==> config.mk <==
export PLATFORM = sky130hd
export DESIGN_NAME = adc_output_test_pattern_gen
export DESIGN_NICKNAME = d
export VERILOG_FILES = /design/src/hdl/test_pattern_pkg.sv /design/src/hdl/adc_output_test_pattern_gen.sv
export SDC_FILE = /design/constraint.sdc
export NUM_CORES = 1
export LEC_CHECK = 0
export BUFFER_PORTS_ARGS = -buffer_cell sky130_fd_sc_hd__buf_4
export CORE_MARGIN = 2
export CORE_UTILIZATION = 57
export CTS_CLUSTER_SIZE = 20
export DETAILED_ROUTE_END_ITERATION = 8
export PLACE_DENSITY = 0.87
export SYNTH_ARGS = -nofsm -noshare
export SYNTH_HDL_FRONTEND = slang
export SYNTH_SLANG_ARGS = --single-unit
==> constraint.sdc <==
create_clock -name mclk -period 16.18 [get_ports mclk]
set_clock_uncertainty 0.15 [all_clocks]
set_input_delay 0 -clock mclk [delete_from_list [all_inputs] [get_ports mclk]]
set_output_delay 0 -clock mclk [all_outputs]
set_load 0.01 [all_outputs]
==> src/hdl/test_pattern_pkg.sv <==
// Shared constants for the converter output test pattern generator
`default_nettype none
package test_pattern_pkg;
   // Register map offsets
   localparam logic [15:0] ADDR_SOFT_RESET   = 16'h0000;
   localparam logic [15:0] ADDR_PATH0_TEST   = 16'h0327;
   localparam logic [15:0] ADDR_PATH1_TEST   = 16'h0347;
   localparam logic [15:0] ADDR_PATH2_TEST   = 16'h0367;
   localparam logic [15:0] ADDR_PATH3_TEST   = 16'h0387;
   localparam logic [15:0] ADDR_PATTERN_SEL  = 16'h0550;
   localparam logic [15:0] ADDR_USER_BYTE0   = 16'h0551;
   localparam logic [15:0] ADDR_USER_BYTE7   = 16'h0558;
   localparam logic [15:0] ADDR_TRANSPORT    = 16'h0571;
   localparam logic [15:0] ADDR_LINK_SEL     = 16'h0573;
   localparam logic [15:0] ADDR_LINK_CFG     = 16'h0574;

   // Field positions
   localparam int PSEL_RESET_LONG_BIT  = 4;
   localparam int PSEL_RESET_SHORT_BIT = 5;
   localparam int PSEL_SINGLE_BIT      = 7;
   localparam int PATH_I_EN_BIT        = 0;
   localparam int PATH_Q_EN_BIT        = 2;
   localparam int TRANSPORT_EN_BIT     = 5;

   // Reset values and codes
   localparam logic [7:0] REG_RESET_VALUE = 8'h00;
   localparam logic [7:0] SOFT_RESET_CODE = 8'h81;

   // Pattern select codes
   localparam logic [3:0] MODE_NORMAL   = 4'h0;
   localparam logic [3:0] MODE_MIDSCALE = 4'h1;
   localparam logic [3:0] MODE_POS_FS   = 4'h2;
   localparam logic [3:0] MODE_NEG_FS   = 4'h3;
   localparam logic [3:0] MODE_CHECKER  = 4'h4;
   localparam logic [3:0] MODE_PN_LONG  = 4'h5;
   localparam logic [3:0] MODE_PN_SHORT = 4'h6;
   localparam logic [3:0] MODE_TOGGLE   = 4'h7;
   localparam logic [3:0] MODE_USER     = 4'h8;
   localparam logic [3:0] MODE_RAMP     = 4'hf;

   // Pattern words
   localparam int          SAMPLE_W      = 14;
   localparam logic [13:0] WORD_MIDSCALE = 14'h0000;
   localparam logic [13:0] WORD_POS_FS   = 14'h1fff;
   localparam logic [13:0] WORD_NEG_FS   = 14'h2000;
   localparam logic [13:0] WORD_CHECK_0  = 14'h1555;
   localparam logic [13:0] WORD_CHECK_1  = 14'h2aaa;
   localparam logic [13:0] WORD_ZEROS    = 14'h0000;
   localparam logic [13:0] WORD_ONES     = 14'h3fff;

   // Pseudorandom generators
   localparam int          PN_LONG_LEN   = 23;
   localparam int          PN_LONG_TAP   = 18;
   localparam logic [22:0] PN_LONG_SEED  = 23'h003aff;
   localparam int          PN_SHORT_LEN  = 9;
   localparam int          PN_SHORT_TAP  = 5;
   localparam logic [8:0]  PN_SHORT_SEED = 9'h092;
endpackage
`default_nettype wire

==> src/hdl/adc_output_test_pattern_gen.sv <==
// Converter output test pattern generator with its register bank
`default_nettype none

////////////////////////////////////////////////////////////////////////////////
// Pseudorandom stream generator, fourteen serial bits per sample, first bit in MSB
module pn_stream_gen #(
   parameter int         LEN  = 9,
   parameter int         TAP  = 5,
   parameter logic [LEN-1:0] SEED = '0
) (
   input  wire logic            mclk,
   input  wire logic            reset,
   input  wire logic            restart,
   input  wire logic            advance,
   output logic [13:0]          sample
);
   logic [LEN-1:0]  state_r;
   logic [LEN-1:0]  base;
   logic [LEN+13:0] ext;

   // Extend the stream: bit k follows from bits k-LEN and k-TAP
   always_comb begin
      base = restart ? SEED : state_r;
      ext  = '0;
      // Two loops so no select ever reaches below bit zero
      for (int k = 0; k < LEN; k++) begin
         ext[k] = base[k];
      end
      for (int k = LEN; k < LEN + 14; k++) begin
         ext[k] = ext[k-LEN] ^ ext[k-TAP];
      end
      for (int j = 0; j < 14; j++) begin
         sample[13-j] = ext[j];
      end
   end

   // Consume fourteen bits per sample; restart makes the seed the base of the current sample
   always_ff @(posedge mclk or posedge reset) begin
      if (reset) begin
         state_r <= SEED;
      end else if (advance) begin
         state_r <= ext[LEN+13:14];
      end else if (restart) begin
         state_r <= SEED;
      end
   end
endmodule

////////////////////////////////////////////////////////////////////////////////
// Top level
module adc_output_test_pattern_gen (
   input  wire logic        mclk,
   input  wire logic        reset,
   input  wire logic        reg_wr,
   input  wire logic        reg_rd,
   input  wire logic [15:0] reg_addr,
   input  wire logic [7:0]  reg_wdata,
   output logic [7:0]       reg_rdata,
   input  wire logic [13:0] adc_a,
   input  wire logic [13:0] adc_b,
   output logic [13:0]      fmt_a,
   output logic [13:0]      fmt_b,
   output logic             fmt_bypass,
   output logic             test_active,
   output logic [13:0]      path_i_data,
   output logic [13:0]      path_q_data,
   output logic [3:0]       path_i_test_en,
   output logic [3:0]       path_q_test_en,
   output logic [3:0]       link_pattern_sel,
   output logic [1:0]       link_inject_point,
   output logic [7:0]       link_pattern_cfg,
   output logic             transport_test_en,
   output logic [13:0]      framer_sample_a,
   output logic [13:0]      framer_sample_b,
   output logic             soft_reset_pulse
);
   logic [7:0]  pattern_sel_r;
   logic [7:0]  user_byte_r [8];
   logic [3:0]  path_i_en_r;
   logic [3:0]  path_q_en_r;
   logic [7:0]  transport_r;
   logic [7:0]  link_sel_r;
   logic [7:0]  link_cfg_r;
   logic        soft_reset_r;
   logic [3:0]  mode;
   logic [3:0]  prev_mode_r;
   logic        newly;
   logic        phase_r;
   logic        phase_cur;
   logic [13:0] ramp_r;
   logic [13:0] ramp_cur;
   logic [1:0]  user_idx_r;
   logic [1:0]  user_idx_cur;
   logic        user_done_r;
   logic        user_done_cur;
   logic [13:0] pn_long_sample;
   logic [13:0] pn_short_sample;
   logic [13:0] pat;
   logic        pat_active;
   logic        pat_bypass;
   logic [15:0] user_word;

   ////////////////////////////////////////////////////////////////////////////
   // Register writes; soft reset returns every register to its reset value
   always_ff @(posedge mclk or posedge reset) begin
      if (reset) begin
         soft_reset_r <= 1'b0;
      end else begin
         soft_reset_r <= reg_wr && !soft_reset_r && reg_addr == test_pattern_pkg::ADDR_SOFT_RESET
                         && reg_wdata == test_pattern_pkg::SOFT_RESET_CODE;
      end
   end

   // Bank of control registers; a soft reset beats a write in the same cycle
   always_ff @(posedge mclk or posedge reset) begin
      if (reset) begin
         pattern_sel_r <= test_pattern_pkg::REG_RESET_VALUE;
         path_i_en_r   <= '0;
         path_q_en_r   <= '0;
         transport_r   <= test_pattern_pkg::REG_RESET_VALUE;
         link_sel_r    <= test_pattern_pkg::REG_RESET_VALUE;
         link_cfg_r    <= test_pattern_pkg::REG_RESET_VALUE;
         for (int i = 0; i < 8; i++) begin
            user_byte_r[i] <= test_pattern_pkg::REG_RESET_VALUE;
         end
      end else if (soft_reset_r) begin
         pattern_sel_r <= test_pattern_pkg::REG_RESET_VALUE;
         path_i_en_r   <= '0;
         path_q_en_r   <= '0;
         transport_r   <= test_pattern_pkg::REG_RESET_VALUE;
         link_sel_r    <= test_pattern_pkg::REG_RESET_VALUE;
         link_cfg_r    <= test_pattern_pkg::REG_RESET_VALUE;
         for (int i = 0; i < 8; i++) begin
            user_byte_r[i] <= test_pattern_pkg::REG_RESET_VALUE;
         end
      end else if (reg_wr) begin
         unique case (reg_addr)
            test_pattern_pkg::ADDR_PATTERN_SEL: pattern_sel_r <= reg_wdata;
            test_pattern_pkg::ADDR_PATH0_TEST: begin
               path_i_en_r[0] <= reg_wdata[test_pattern_pkg::PATH_I_EN_BIT];
               path_q_en_r[0] <= reg_wdata[test_pattern_pkg::PATH_Q_EN_BIT];
            end
            test_pattern_pkg::ADDR_PATH1_TEST: begin
               path_i_en_r[1] <= reg_wdata[test_pattern_pkg::PATH_I_EN_BIT];
               path_q_en_r[1] <= reg_wdata[test_pattern_pkg::PATH_Q_EN_BIT];
            end
            test_pattern_pkg::ADDR_PATH2_TEST: begin
               path_i_en_r[2] <= reg_wdata[test_pattern_pkg::PATH_I_EN_BIT];
               path_q_en_r[2] <= reg_wdata[test_pattern_pkg::PATH_Q_EN_BIT];
            end
            // Fourth path has no quadrature enable at all
            test_pattern_pkg::ADDR_PATH3_TEST: path_i_en_r[3] <= reg_wdata[test_pattern_pkg::PATH_I_EN_BIT];
            test_pattern_pkg::ADDR_TRANSPORT:  transport_r <= reg_wdata;
            test_pattern_pkg::ADDR_LINK_SEL:   link_sel_r  <= reg_wdata;
            test_pattern_pkg::ADDR_LINK_CFG:   link_cfg_r  <= reg_wdata;
            default: begin
               if (reg_addr >= test_pattern_pkg::ADDR_USER_BYTE0 && reg_addr <= test_pattern_pkg::ADDR_USER_BYTE7) begin
                  user_byte_r[3'(reg_addr - test_pattern_pkg::ADDR_USER_BYTE0)] <= reg_wdata;
               end
            end
         endcase
      end
   end

   // Read port; unmapped addresses read zero, address zero shows a pending soft reset
   always_ff @(posedge mclk or posedge reset) begin
      if (reset) begin
         reg_rdata <= '0;
      end else if (reg_rd) begin
         unique case (reg_addr)
            test_pattern_pkg::ADDR_SOFT_RESET:  reg_rdata <= soft_reset_r ? test_pattern_pkg::SOFT_RESET_CODE : 8'h00;
            test_pattern_pkg::ADDR_PATTERN_SEL: reg_rdata <= pattern_sel_r;
            test_pattern_pkg::ADDR_PATH0_TEST:  reg_rdata <= {5'h00, path_q_en_r[0], 1'b0, path_i_en_r[0]};
            test_pattern_pkg::ADDR_PATH1_TEST:  reg_rdata <= {5'h00, path_q_en_r[1], 1'b0, path_i_en_r[1]};
            test_pattern_pkg::ADDR_PATH2_TEST:  reg_rdata <= {5'h00, path_q_en_r[2], 1'b0, path_i_en_r[2]};
            test_pattern_pkg::ADDR_PATH3_TEST:  reg_rdata <= {7'h00, path_i_en_r[3]};
            test_pattern_pkg::ADDR_TRANSPORT:   reg_rdata <= transport_r;
            test_pattern_pkg::ADDR_LINK_SEL:    reg_rdata <= link_sel_r;
            test_pattern_pkg::ADDR_LINK_CFG:    reg_rdata <= link_cfg_r;
            default: begin
               if (reg_addr >= test_pattern_pkg::ADDR_USER_BYTE0 && reg_addr <= test_pattern_pkg::ADDR_USER_BYTE7) begin
                  reg_rdata <= user_byte_r[3'(reg_addr - test_pattern_pkg::ADDR_USER_BYTE0)];
               end else begin
                  reg_rdata <= 8'h00;
               end
            end
         endcase
      end
   end

   ////////////////////////////////////////////////////////////////////////////
   // Mode tracking; a freshly selected mode starts its sequence from the top
   assign mode  = pattern_sel_r[3:0];
   assign newly = mode != prev_mode_r;

   always_ff @(posedge mclk or posedge reset) begin
      if (reset) begin
         prev_mode_r <= test_pattern_pkg::MODE_NORMAL;
      end else begin
         prev_mode_r <= mode;
      end
   end

   // Shared phase for checkerboard and word toggle
   assign phase_cur = newly ? 1'b0 : phase_r;

   always_ff @(posedge mclk or posedge reset) begin
      if (reset) begin
         phase_r <= 1'b0;
      end else begin
         phase_r <= !phase_cur;
      end
   end

   // Ramp counter, wraps by width
   assign ramp_cur = newly ? 14'h0000 : ramp_r;

   always_ff @(posedge mclk or posedge reset) begin
      if (reset) begin
         ramp_r <= 14'h0000;
      end else begin
         ramp_r <= 14'(ramp_cur + 14'h0001);
      end
   end

   // User pattern sequencer
   assign user_idx_cur  = newly ? 2'h0 : user_idx_r;
   assign user_done_cur = newly ? 1'b0 : user_done_r;
   assign user_word     = {user_byte_r[{user_idx_cur, 1'b1}], user_byte_r[{user_idx_cur, 1'b0}]};

   always_ff @(posedge mclk or posedge reset) begin
      if (reset) begin
         user_idx_r  <= 2'h0;
         user_done_r <= 1'b0;
      end else begin
         user_idx_r  <= 2'(user_idx_cur + 2'h1);
         user_done_r <= user_done_cur || (user_idx_cur == 2'h3 && pattern_sel_r[test_pattern_pkg::PSEL_SINGLE_BIT]);
      end
   end

   // Pseudorandom generators only move while their own mode runs
   pn_stream_gen #(
      .LEN  (test_pattern_pkg::PN_LONG_LEN),
      .TAP  (test_pattern_pkg::PN_LONG_TAP),
      .SEED (test_pattern_pkg::PN_LONG_SEED)
   ) u_pn_long (
      .mclk    (mclk),
      .reset   (reset),
      .restart (pattern_sel_r[test_pattern_pkg::PSEL_RESET_LONG_BIT] || (newly && mode == test_pattern_pkg::MODE_PN_LONG)),
      .advance (mode == test_pattern_pkg::MODE_PN_LONG),
      .sample  (pn_long_sample)
   );

   pn_stream_gen #(
      .LEN  (test_pattern_pkg::PN_SHORT_LEN),
      .TAP  (test_pattern_pkg::PN_SHORT_TAP),
      .SEED (test_pattern_pkg::PN_SHORT_SEED)
   ) u_pn_short (
      .mclk    (mclk),
      .reset   (reset),
      .restart (pattern_sel_r[test_pattern_pkg::PSEL_RESET_SHORT_BIT] || (newly && mode == test_pattern_pkg::MODE_PN_SHORT)),
      .advance (mode == test_pattern_pkg::MODE_PN_SHORT),
      .sample  (pn_short_sample)
   );

   ////////////////////////////////////////////////////////////////////////////
   // Pattern decode; unlisted codes behave as normal data
   always_comb begin
      pat        = test_pattern_pkg::WORD_ZEROS;
      pat_active = 1'b1;
      pat_bypass = 1'b1;
      unique case (mode)
         test_pattern_pkg::MODE_MIDSCALE: begin
            pat        = test_pattern_pkg::WORD_MIDSCALE;
            pat_bypass = 1'b0;
         end
         test_pattern_pkg::MODE_POS_FS: begin
            pat        = test_pattern_pkg::WORD_POS_FS;
            pat_bypass = 1'b0;
         end
         test_pattern_pkg::MODE_NEG_FS: begin
            pat        = test_pattern_pkg::WORD_NEG_FS;
            pat_bypass = 1'b0;
         end
         test_pattern_pkg::MODE_CHECKER:  pat = phase_cur ? test_pattern_pkg::WORD_CHECK_1 : test_pattern_pkg::WORD_CHECK_0;
         test_pattern_pkg::MODE_PN_LONG:  pat = pn_long_sample;
         test_pattern_pkg::MODE_PN_SHORT: pat = pn_short_sample;
         test_pattern_pkg::MODE_TOGGLE:   pat = phase_cur ? test_pattern_pkg::WORD_ONES : test_pattern_pkg::WORD_ZEROS;
         test_pattern_pkg::MODE_USER:     pat = user_done_cur ? test_pattern_pkg::WORD_ZEROS : user_word[15:2];
         test_pattern_pkg::MODE_RAMP:     pat = ramp_cur;
         default: begin
            pat_active = 1'b0;
            pat_bypass = 1'b0;
         end
      endcase
   end

   // Output registers; core samples are cut off while a pattern runs
   always_ff @(posedge mclk or posedge reset) begin
      if (reset) begin
         fmt_a       <= '0;
         fmt_b       <= '0;
         fmt_bypass  <= 1'b0;
         test_active <= 1'b0;
         path_i_data <= '0;
         path_q_data <= '0;
      end else begin
         fmt_a       <= pat_active ? pat : adc_a;
         fmt_b       <= pat_active ? pat : adc_b;
         fmt_bypass  <= pat_bypass;
         test_active <= pat_active;
         path_i_data <= pat;
         path_q_data <= pat;
      end
   end

   // Per-path enables and link controls
   always_ff @(posedge mclk or posedge reset) begin
      if (reset) begin
         path_i_test_en    <= '0;
         path_q_test_en    <= '0;
         link_pattern_sel  <= '0;
         link_inject_point <= '0;
         link_pattern_cfg  <= '0;
         transport_test_en <= 1'b0;
         framer_sample_a   <= '0;
         framer_sample_b   <= '0;
         soft_reset_pulse  <= 1'b0;
      end else begin
         path_i_test_en    <= path_i_en_r & {4{pat_active}};
         path_q_test_en    <= {1'b0, path_q_en_r[2:0] & {3{pat_active}}};
         link_pattern_sel  <= link_sel_r[3:0];
         link_inject_point <= link_sel_r[5:4];
         link_pattern_cfg  <= link_cfg_r;
         transport_test_en <= transport_r[test_pattern_pkg::TRANSPORT_EN_BIT];
         framer_sample_a   <= adc_a;
         framer_sample_b   <= adc_b;
         soft_reset_pulse  <= soft_reset_r;
      end
   end
endmodule
`default_nettype wire

==> impl_metrics.yaml, run 1 <==
setup_path:
  timing.reg2reg.worst_path_depth: 10
  setup.worst_path.class: "input port to flip-flop"
  crit_path_start_kind: "input port"
  setup.worst_path.end_class: "flip-flop"
  critical_path_peak_fanout: 20
  crit_arrival_ps: 4240
  endpoint_of_the_lowest_slack_register_to_register_path: "ramp_r[10]"
  r2r_slack_ps: 13180
  critical_path.reg2reg.startpoint: "pattern_sel_r[2]"
  timing.critical_path.required_ps: 16500
finish:
  finished_core_util: 0.7253
  antenna_cells: 0
  final_layout_size_suffix_gt1_frac: 0.1977
  num-fill-cells: 1399
  total_number_of_nets_in_the_final_design: 1518
  syn_to_final_growth_pct: 24.95
synthesis:
  syn-instance-count: 1255
  netlist_top_cells_count: "sky130_fd_sc_hd__dfrtp_1 (246), sky130_fd_sc_hd__nand2_1 (152), sky130_fd_sc_hd__a21oi_1 (97), sky130_fd_sc_hd__nor2_1 (97), sky130_fd_sc_hd__mux2i_1 (70)"
  synthArstFlopShare: 1.000
  yosysMostFrequentCell: "sky130_fd_sc_hd__dfrtp_1"
  synth_enable_flop_cells: 0
  ys_seq_area_frac: 0.5187
  synthesis.nets: 1316
  post-synth-top-area-fraction: 0.4875
  synth_area_um2: 12630
  synth_warnings: 0
  yosys.cell_types.count: 85
  post_synth_main_area_contributors: "sky130_fd_sc_hd__dfrtp_1 (49%), sky130_fd_sc_hd__mux2i_1 (5.5%), sky130_fd_sc_hd__nand2_1 (4.5%), sky130_fd_sc_hd__a21oi_1 (3.8%), sky130_fd_sc_hd__dfstp_2 (3.1%)"
  synth_flop_cell: "sky130_fd_sc_hd__dfrtp_1"
  post_synth.cell_area_avg_um2: 10.06
  synth-seq-cells: 261
  post-synth-top-area-cell: "sky130_fd_sc_hd__dfrtp_1"
drt:
  drt-pass1-iter-count: 8
  routed-via-count: 11286
  initialDrtViolationCount: 1508
  wl_mm: 41.40
  post-route-drc-count: 0
  route.detailed.vias_per_inst: 6.423
  antenna_violating_nets_post_route: 0
  detail_route.wl_per_cell_um: 23.56
placed_design:
  place_congestion: 0.9662
  io_buffer_count: 172
  dpl.hpwl_mm: 24.06
sta:
  report.final.slew_viol_count: 0
  worst_slew_pin_slew_ps: 1156
  whs_ps: 28.46
  hold_violations: 0
  slew-limit-headroom: 0.2295
  period_share: 0.2424
  grt_setup_unrepaired: "no"
  clock.fmax_mhz: 255.0
  setup_viol_count_final: 0
  period_needed_ps: 3921
  timing.setup.tns_ps: 0
die:
  starting_density: 0.5805
  floorplan.rows: 54
  die_width_um: 152.8
  core_um2: 21760
  die-area_um2: 23360
  die_y_um: 152.8
  pin_count: 174
pwr:
  pwr_density_cell_nw_per_um2: 96.59
  max-vdd-ir-drop_v: 0.00008028
  power_w: 0.001524
  leakage_nw: 7.603
clocking:
  path_clk_slew_ps: 60
  clock-root-buffer: "sky130_fd_sc_hd__clkbuf_16"
  clock_insertion_delay_worst_skew_ps: 550
  total_clock_buffers_created_by_cts: 27
  h-tree-depth: 1
  clock_sinks: 261
  cts.path.max_buffers: 3
  cts_tree: "done"
grt:
  grt_pass1_vias: 11299
  overflow: 0
  grt_max_degree: 126
  number_of_antenna_violations_at_the_first_check_in_global_routing: 1
  grt_first_pass_wirelength_mm: 64.89
  grt_usage: 0.3496
outcome:
  run_status: "finished, final reports clean"
min_path:
  min_path_type: "input port to async pin"
job:
  max_cap_viol_count: 0
==> layout by cell type (no fill, tap or decap), types with 19 or more instances in the layout <==
master,count
sky130_fd_sc_hd__dfrtp_1,245
sky130_fd_sc_hd__buf_4,185
sky130_fd_sc_hd__nand2_1,152
sky130_fd_sc_hd__nor2_1,97
sky130_fd_sc_hd__a21oi_1,97
sky130_fd_sc_hd__dlygate4sd3_1,97
sky130_fd_sc_hd__mux2i_1,70
sky130_fd_sc_hd__o21ai_0,41
sky130_fd_sc_hd__o21ai_1,37
sky130_fd_sc_hd__nand3_1,27
sky130_fd_sc_hd__clkbuf_16,27
sky130_fd_sc_hd__xor2_1,25
sky130_fd_sc_hd__nor3_1,23
sky130_fd_sc_hd__a21o_1,22
sky130_fd_sc_hd__a31oi_1,21
sky130_fd_sc_hd__inv_1,20
sky130_fd_sc_hd__nor2b_1,19
==> per-layer routing <==
layer  global-route usage  vias up  wire [µm]
met5                    0        -          0
met2               0.5680      854      19490
li1                     -     4813          -
met3              0.06805      220       4216
met4               0.1781        0       2594
met1               0.4502     5399      15100
==> cell type report <==
class,instances,area [µm²],area share
clock buffer,38,757.0,0.04797
clock inverter,11,190.2,0.01205
inverter,22,90.09,0.005709
multi-input combinational,863,5480,0.3473
sequential,261,6551,0.4152
tap,280,350.3,0.02220
timing repair buffer,282,2360,0.1496
==> critical path, stage by stage <==
cell,delay (ps)
sky130_fd_sc_hd__dlygate4sd3_1,530
sky130_fd_sc_hd__buf_4,250
sky130_fd_sc_hd__ha_1,490
sky130_fd_sc_hd__nand4bb_1,190
sky130_fd_sc_hd__nor4_1,350
sky130_fd_sc_hd__dlygate4sd3_1,740
sky130_fd_sc_hd__nand2_1,160
sky130_fd_sc_hd__nor2_1,120
sky130_fd_sc_hd__dlygate4sd3_1,600
sky130_fd_sc_hd__nand2_1,70
sky130_fd_sc_hd__a21oi_1,160
sky130_fd_sc_hd__dlygate4sd3_1,580
==> per-stage QoR <==
stage,instances,worst slack [ps],instance area [µm²]
6_report,1757,12260,15780
5_1_grt,1757,12170,15780
4_1_cts,1757,12650,15780
3_5_place_dp,1611,13270,13860
3_3_place_gp,1611,13320,13860
2_1_floorplan,1255,8871,12630
==> registers in the layout, summed over array words and instances (netlist names), 9 cells and up <==
signal and cells:
fmt_a 14, fmt_b 14, framer_sample_a 14, framer_sample_b 14, path_q_data 14, ramp_r 14, u_pn_long.state_r 23, u_pn_short.state_r 9
user_byte_r 64
==> how the worst max path moves through the flow <==
stage          slack, ps   startpoint             end
6_report           12260  reg_addr[0]  path_q_en_r[2]
4_1_cts            12650  reg_addr[0]  path_q_en_r[2]
3_5_place_dp       13270  reg_addr[0]    reg_rdata[7]
3_3_place_gp       13320  reg_addr[0]    reg_rdata[7]
5_1_grt            12170  reg_addr[0]  path_q_en_r[2]
2_1_floorplan       8870        reset        fmt_a[0]
==> where the power goes <==
group	switching (W)	internal, W	total (W)
registers	0.0000252	0.000670	0.000695
clock network	0.000268	0.000406	0.000674
logic	0.0000910	0.0000643	0.000155
==> timing repair <==
| item | in CTS | in global routing |
|---|---|---|
| resized for setup | 0 | 0 |
| hold buffers | 97 | 0 |
| buffers inserted | 0 | 0 |
| hold endpoints to repair | 291 | 0 |
==> logic make-up (layout without fill, tap and decap cells) <==
group                    count (synthesis)  after routing  share of synthesized area
flip-flops                             261            261                     0.5187
AO/OA/AOI/OAI                          316            316                     0.1587
AND/OR/NAND/NOR                        415            415                     0.1719
other                                    1              1                  0.0002970
XOR/XNOR                                46             46                    0.03309
adder cells (fa/ha/maj)                  5              5                   0.004954
buffers and inverters                  131            353                    0.04795
multiplexers                            80             80                    0.06440
Power figures use the tool's default switching activity.
==> run 2: changes to the inputs <==
- CORE_UTILIZATION: 57 -> 52
- PLACE_DENSITY: 0.87 -> 0.84
- clock period: 16.18 -> 3.2 ns (I/O delays scaled with it)
==> run 2 against run 1 <==
Effect of this change:
- clock power rose to 5.0 times the previous value
- critical path depth fell by 3
- setup slack got worse by 12000 ps
- register-to-register slack got worse by 13000 ps
- first-iteration DRC count fell by 3.4%
- routed wire length fell by 6.1%
- sequential power rose to 5.0 times the previous value
- highest routed layer unchanged
==> impl_metrics.yaml, run 2 (synthesized netlist as in run 1, its figures left out) <==
grt:
  grt_first_pass_wirelength_mm: 61.02
  grt_pass1_vias: 10881
  overflow: 0
  grt_max_degree: 75
  number_of_antenna_violations_at_the_first_check_in_global_routing: 0
  grt_usage: 0.2995
pwr:
  max-vdd-ir-drop_v: 0.0004589
  sequential_share_of_power: 0.459
  total_switching_power_w: 0.001894
  leakage_nw: 7.692
  pwr_density_cell_nw_per_um2: 476.8
  switching_share: 0.2487
  power_frac_clock: 0.439
  p_int_w: 0.005722
  power.combinational.fraction: 0.101
setup_path:
  timing.critical_path.buf_inv: 4
  timing.critical_path.required_ps: 3530
  crit_path_cell_trace: "dlygate4sd3_1 -> buf_4 -> nor4_1 -> dlygate4sd3_1 -> nand4_2 -> nor4_2 -> dlygate4sd3_1 -> nand2_1 -> a21oi_1"
  crit_arrival_ps: 3450
  worst_path_max_delay_cell: "sky130_fd_sc_hd__dlygate4sd3_1"
  crit_path_start_kind: "input port"
  setup.worst_path.class: "input port to flip-flop"
  crit_path_max_incr_delay_ps: 790
  crit_family: "buffers and inverters"
  path_common_cell: "sky130_fd_sc_hd__dlygate4sd3_1"
  critical_path_peak_fanout: 8
  setup.worst_path.end_class: "flip-flop"
die:
  core_um2: 24110
  die_y_um: 159.8
  die-area_um2: 25550
  starting_density: 0.5239
  floorplan.rows: 57
  die_width_um: 159.8
  pin_count: 174
drt:
  wl_mm: 38.88
  post-route-drc-count: 0
  route.detailed.vias_per_inst: 6.137
  antenna_violating_nets_post_route: 0
  initialDrtViolationCount: 1457
  drt-pass1-iter-count: 8
  routed-via-count: 11144
  detail_route.wl_per_cell_um: 21.41
clocking:
  h-tree-depth: 1
  path_clk_slew_ps: 70
  total_clock_buffers_created_by_cts: 27
  clock_insertion_delay_worst_skew_ps: 560
  cts.path.max_buffers: 3
  cts_tree: "done"
  clock_sinks: 261
  clock-root-buffer: "sky130_fd_sc_hd__clkbuf_16"
finish:
  final_common_cell: "sky130_fd_sc_hd__dfrtp_1"
  antenna_cells: 0
  syn_to_final_growth_pct: 26.49
  largest-register: "user_byte_r"
  finish.instance_area_um2: 15970
  largest_reg_flops: 64
  total_number_of_nets_in_the_final_design: 1532
  reg_top3: "user_byte_r: 64 flops, u_pn_long.state_r: 23 flops"
  most-common-layout-cells: "sky130_fd_sc_hd__dfrtp_1 (245), sky130_fd_sc_hd__buf_4 (203), sky130_fd_sc_hd__nand2_1 (152), sky130_fd_sc_hd__nor2_1 (97), sky130_fd_sc_hd__a21oi_1 (97)"
  final_layout_size_suffix_gt1_frac: 0.2131
  num-fill-cells: 1680
  multiInputGateArea_um2: 5489
  ff_latch_area_um2: 6551
sta:
  worst_slew_pin_slew_ps: 1153
  hold_violations: 0
  period_needed_ps: 3117
  setup_viol_count_final: 0
  grt_setup_unrepaired: "no"
  whs_ps: 20.48
  slew-limit-headroom: 0.2314
  report.final.slew_viol_count: 0
  period_share: 0.9740
  clock.fmax_mhz: 320.8
placed_design:
  dpl.hpwl_mm: 24.50
  place_congestion: 0.9542
  io_buffer_count: 172
  placed_area_um2: 14110
outcome:
  run_status: "finished, final reports clean"
min_path:
  min_path_type: "input port to flip-flop"
job:
  max_cap_viol_count: 0
run 2: tightest hold or removal path, delay by kind of cell:
family | cells | cell delay (ps)
and+or+nand+nor | 1 | 330
AOI/OAI and AO/OA | 2 | 170
buffers and inverters | 1 | 180
run 2: final timing paths:
check                                       from               endpoint  slack [ps]  cells past startpoint
worst max register to register  pattern_sel_r[1]      path_i_test_en[3]         360                      7
worst max-delay path                reg_addr[12]       pattern_sel_r[1]          80                      9
min in group asynchronous                  reset  u_pn_short.state_r[0]         560                      4
worst min-delay path                 reg_addr[2]           reg_rdata[7]          20                      4
worst min register to register     link_sel_r[3]    link_pattern_sel[3]         260                      0
max in group asynchronous                  reset   u_pn_long.state_r[7]        1410                      5
run 2: through the flow:
step	utilization	setup slack [ps]	power, W	std cells	setup TNS (ps)
after global routing	0.6627	0.4023	0.007853	1816	0
after CTS	0.6623	136.8	0.007602	1816	0
after detailed placement	0.5852	481.7	0.004218	1676	0
after floorplan	-	-379.3	0.003942	1255	-93310
final	0.6627	83.21	0.007616	1816	0
after global placement	0.5852	581.1	0.004203	1676	0
run 2: final cells by class:
class,instances,area share
flip-flops and latches,261,0.4101
clock inverters,14,0.01238
repair buffers,296,0.1556
clock buffers,36,0.04754
multi-input cells,863,0.3436
well taps,324,0.02538
inverters,22,0.005405
run 2: power groups by stage:
stage	combinational (W)	clock [W]	sequential [W]
global route	0.000833	0.00351	0.00351
global placement	0.000658	0	0.00355
CTS	0.000752	0.00336	0.00349
finish	0.000770	0.00335	0.00350
detailed placement	0.000668	0	0.00355
floorplan	0.000419	0	0.00352
run 2: timing repair:
action	4_1_cts	5_1_grt
endpoints found under the setup margin	0	2
endpoints found under the hold margin	415	0
resized for setup	0	2
hold buffers	90	0
setup buffers	0	0
run 2: per-layer routing:
layer,vias to the layer above,wire [µm],global-route usage
li1,4857,-,-
met2,791,18330,0.4878
met3,157,4172,0.06312
met1,5339,14630,0.3940
met5,-,0,0
met4,0,1753,0.1220
==> run 3: changes to the inputs <==
==> constraint.sdc (replaced) <==
create_clock -name mclk -period 3.2 [get_ports mclk]
set_clock_uncertainty 0.15 [all_clocks]
set_input_delay 0.16 -clock mclk [delete_from_list [all_inputs] [get_ports mclk]]
set_output_delay 0.16 -clock mclk [all_outputs]
set_load 0.01 [all_outputs]
==> run 3 against run 2 <==
Effect of this change:
- flip-flop and latch count did not move
- cell count down 2.6%
- final area shrank 3.0%
- maximum frequency grew 8.0%
- hold slack better by 6.1 ps
- critical path depth fell by 3
- sequential power hardly changed
- register-to-register slack worse by 50 ps
==> impl_metrics.yaml, run 3 (synthesized netlist as in run 1, its figures left out) <==
clocking:
  clock_insertion_delay_worst_skew_ps: 540
  cts.path.max_buffers: 3
  clock_sinks: 261
  h-tree-depth: 1
  clock-root-buffer: "sky130_fd_sc_hd__clkbuf_16"
  cts_tree: "done"
  path_clk_slew_ps: 60
  cts_repair_resize_count: 0
  post_cts_buffers: 0
  total_clock_buffers_created_by_cts: 27
finish:
  layout.cells.non_filler: 1769
  final_layout_size_suffix_gt1_frac: 0.2180
  antenna_cells: 0
  reg_top3: "user_byte_r: 64 flops, u_pn_long.state_r: 23 flops"
  largest-register: "user_byte_r"
  final_common_cell: "sky130_fd_sc_hd__dfrtp_1"
  most-common-layout-cells: "sky130_fd_sc_hd__dfrtp_1 (245), sky130_fd_sc_hd__buf_4 (202), sky130_fd_sc_hd__nand2_1 (152), sky130_fd_sc_hd__nor2_1 (97), sky130_fd_sc_hd__a21oi_1 (97)"
  syn_to_final_growth_pct: 22.69
  largest_reg_flops: 64
  total_number_of_nets_in_the_final_design: 1485
outcome:
  run_status: "finished, final reports clean"
die:
  pin_count: 174
  core_um2: 24110
  starting_density: 0.5239
  die_width_um: 159.8
  die_y_um: 159.8
  floorplan.rows: 57
  die-area_um2: 25550
placed_design:
  placed_cells_incl_taps: 1675
  dpl.hpwl_mm: 23.67
  io_buffer_count: 172
  place_congestion: 0.9446
drt:
  initialDrtViolationCount: 1075
  drt-pass1-iter-count: 8
  routed-via-count: 10784
  antenna_violating_nets_post_route: 0
  route.detailed.vias_per_inst: 6.096
  wl_mm: 36.32
  post-route-drc-count: 0
  detail_route.wl_per_cell_um: 20.53
sta:
  slew-limit-headroom: 0.2841
  grt_setup_unrepaired: "no"
  report.final.slew_viol_count: 0
  worst_slew_pin_slew_ps: 1074
  period_needed_ps: 2885
  setup_viol_count_final: 0
  hold_violations: 0
  period_share: 0.9016
  clock.fmax_mhz: 346.6
setup_path:
  critical_path_peak_fanout: 40
  crit_path_start_kind: "flip-flop"
  setup.worst_path.end_class: "flip-flop"
  setup.worst_path.class: "flip-flop to flip-flop"
  timing.critical_path.required_ps: 3480
  crit_start: "pattern_sel_r[2]"
  critical_path.reg2reg.startpoint: "pattern_sel_r[2]"
  crit_arrival_ps: 3160
  timing.reg2reg.worst_path_depth: 6
pwr:
  max-vdd-ir-drop_v: 0.0005018
  power_w: 0.007558
  leakage_nw: 7.496
  pwr_density_cell_nw_per_um2: 487.8
grt:
  grt_max_degree: 100
  overflow: 0
  grt_usage: 0.2798
  number_of_antenna_violations_at_the_first_check_in_global_routing: 0
  grt_first_pass_wirelength_mm: 57.64
  grt_pass1_vias: 10470
min_path:
  min_path_type: "input port to flip-flop"
  min_path_cells: 4
  hold_path_startpoint: "reg_addr[0]"
job:
  max_cap_viol_count: 0
-- run 3: metrics by stage --
stage	setup TNS [ps]	cell area, µm²	setup WS (ps)	hold slack (ps)	utilization
final	0	15490	315.0	26.59	0.6427
after global routing	0	15490	178.6	31.71	0.6427
after CTS	0	15490	344.5	14.36	0.6427
after floorplan	-132670	12630	-539.3	41.43	-
after global placement	0	14100	528.9	130.7	0.5849
after detailed placement	0	14100	351.9	130.9	0.5849
-- run 3: area by class of cell --
cell class / instances / area, µm²
fillers: 1803 / 8612
flip-flops and latches: 261 / 6551
repair buffers: 249 / 2017
inverters: 22 / 86.33
clock buffers: 38 / 777.0
well taps: 324 / 405.4
clock inverters: 12 / 176.4
multi-input cells: 863 / 5480
-- run 3: critical path, cell delays in order (launching register included) --
cell	delay (ps)
sky130_fd_sc_hd__dfrtp_1	530
sky130_fd_sc_hd__xnor2_1	310
sky130_fd_sc_hd__and4_4	590
sky130_fd_sc_hd__mux2_2	390
sky130_fd_sc_hd__o311ai_1	370
sky130_fd_sc_hd__nand4_2	200
sky130_fd_sc_hd__a21o_1	210
-- run 3: what timing repair did --
item | 4_1_cts | 5_1_grt
endpoints found under the setup margin | 0 | 0
hold endpoints to repair | 199 | 0
hold buffers | 44 | 0
-- run 3: where the power goes --
group | switching (W) | internal [W]
sequential | 0.0000805 | 0.00339
combinational | 0.000443 | 0.000312
clock | 0.00132 | 0.00202
total | 0.00184 | 0.00572
-- run 3: final timing paths --
kind                                       end  slack (ps)
setup reg to reg                      fmt_a[0]         310
hold / removal                    reg_rdata[0]          30
setup / recovery                      fmt_a[0]         310
max in group asynchronous      user_byte_r[13]        1760
hold reg to reg            link_pattern_sel[3]         260
min in group asynchronous   framer_sample_b[0]         160
-- run 3: per-layer routing --
layer  vias to the layer above  track usage  part of all wire
li1                       4758            -                 -
met4                         0      0.09337             0.038
met5                         -            0                 0
met2                       667       0.4601              0.48
met3                       116      0.04286              0.10
met1                      5243       0.3835              0.38
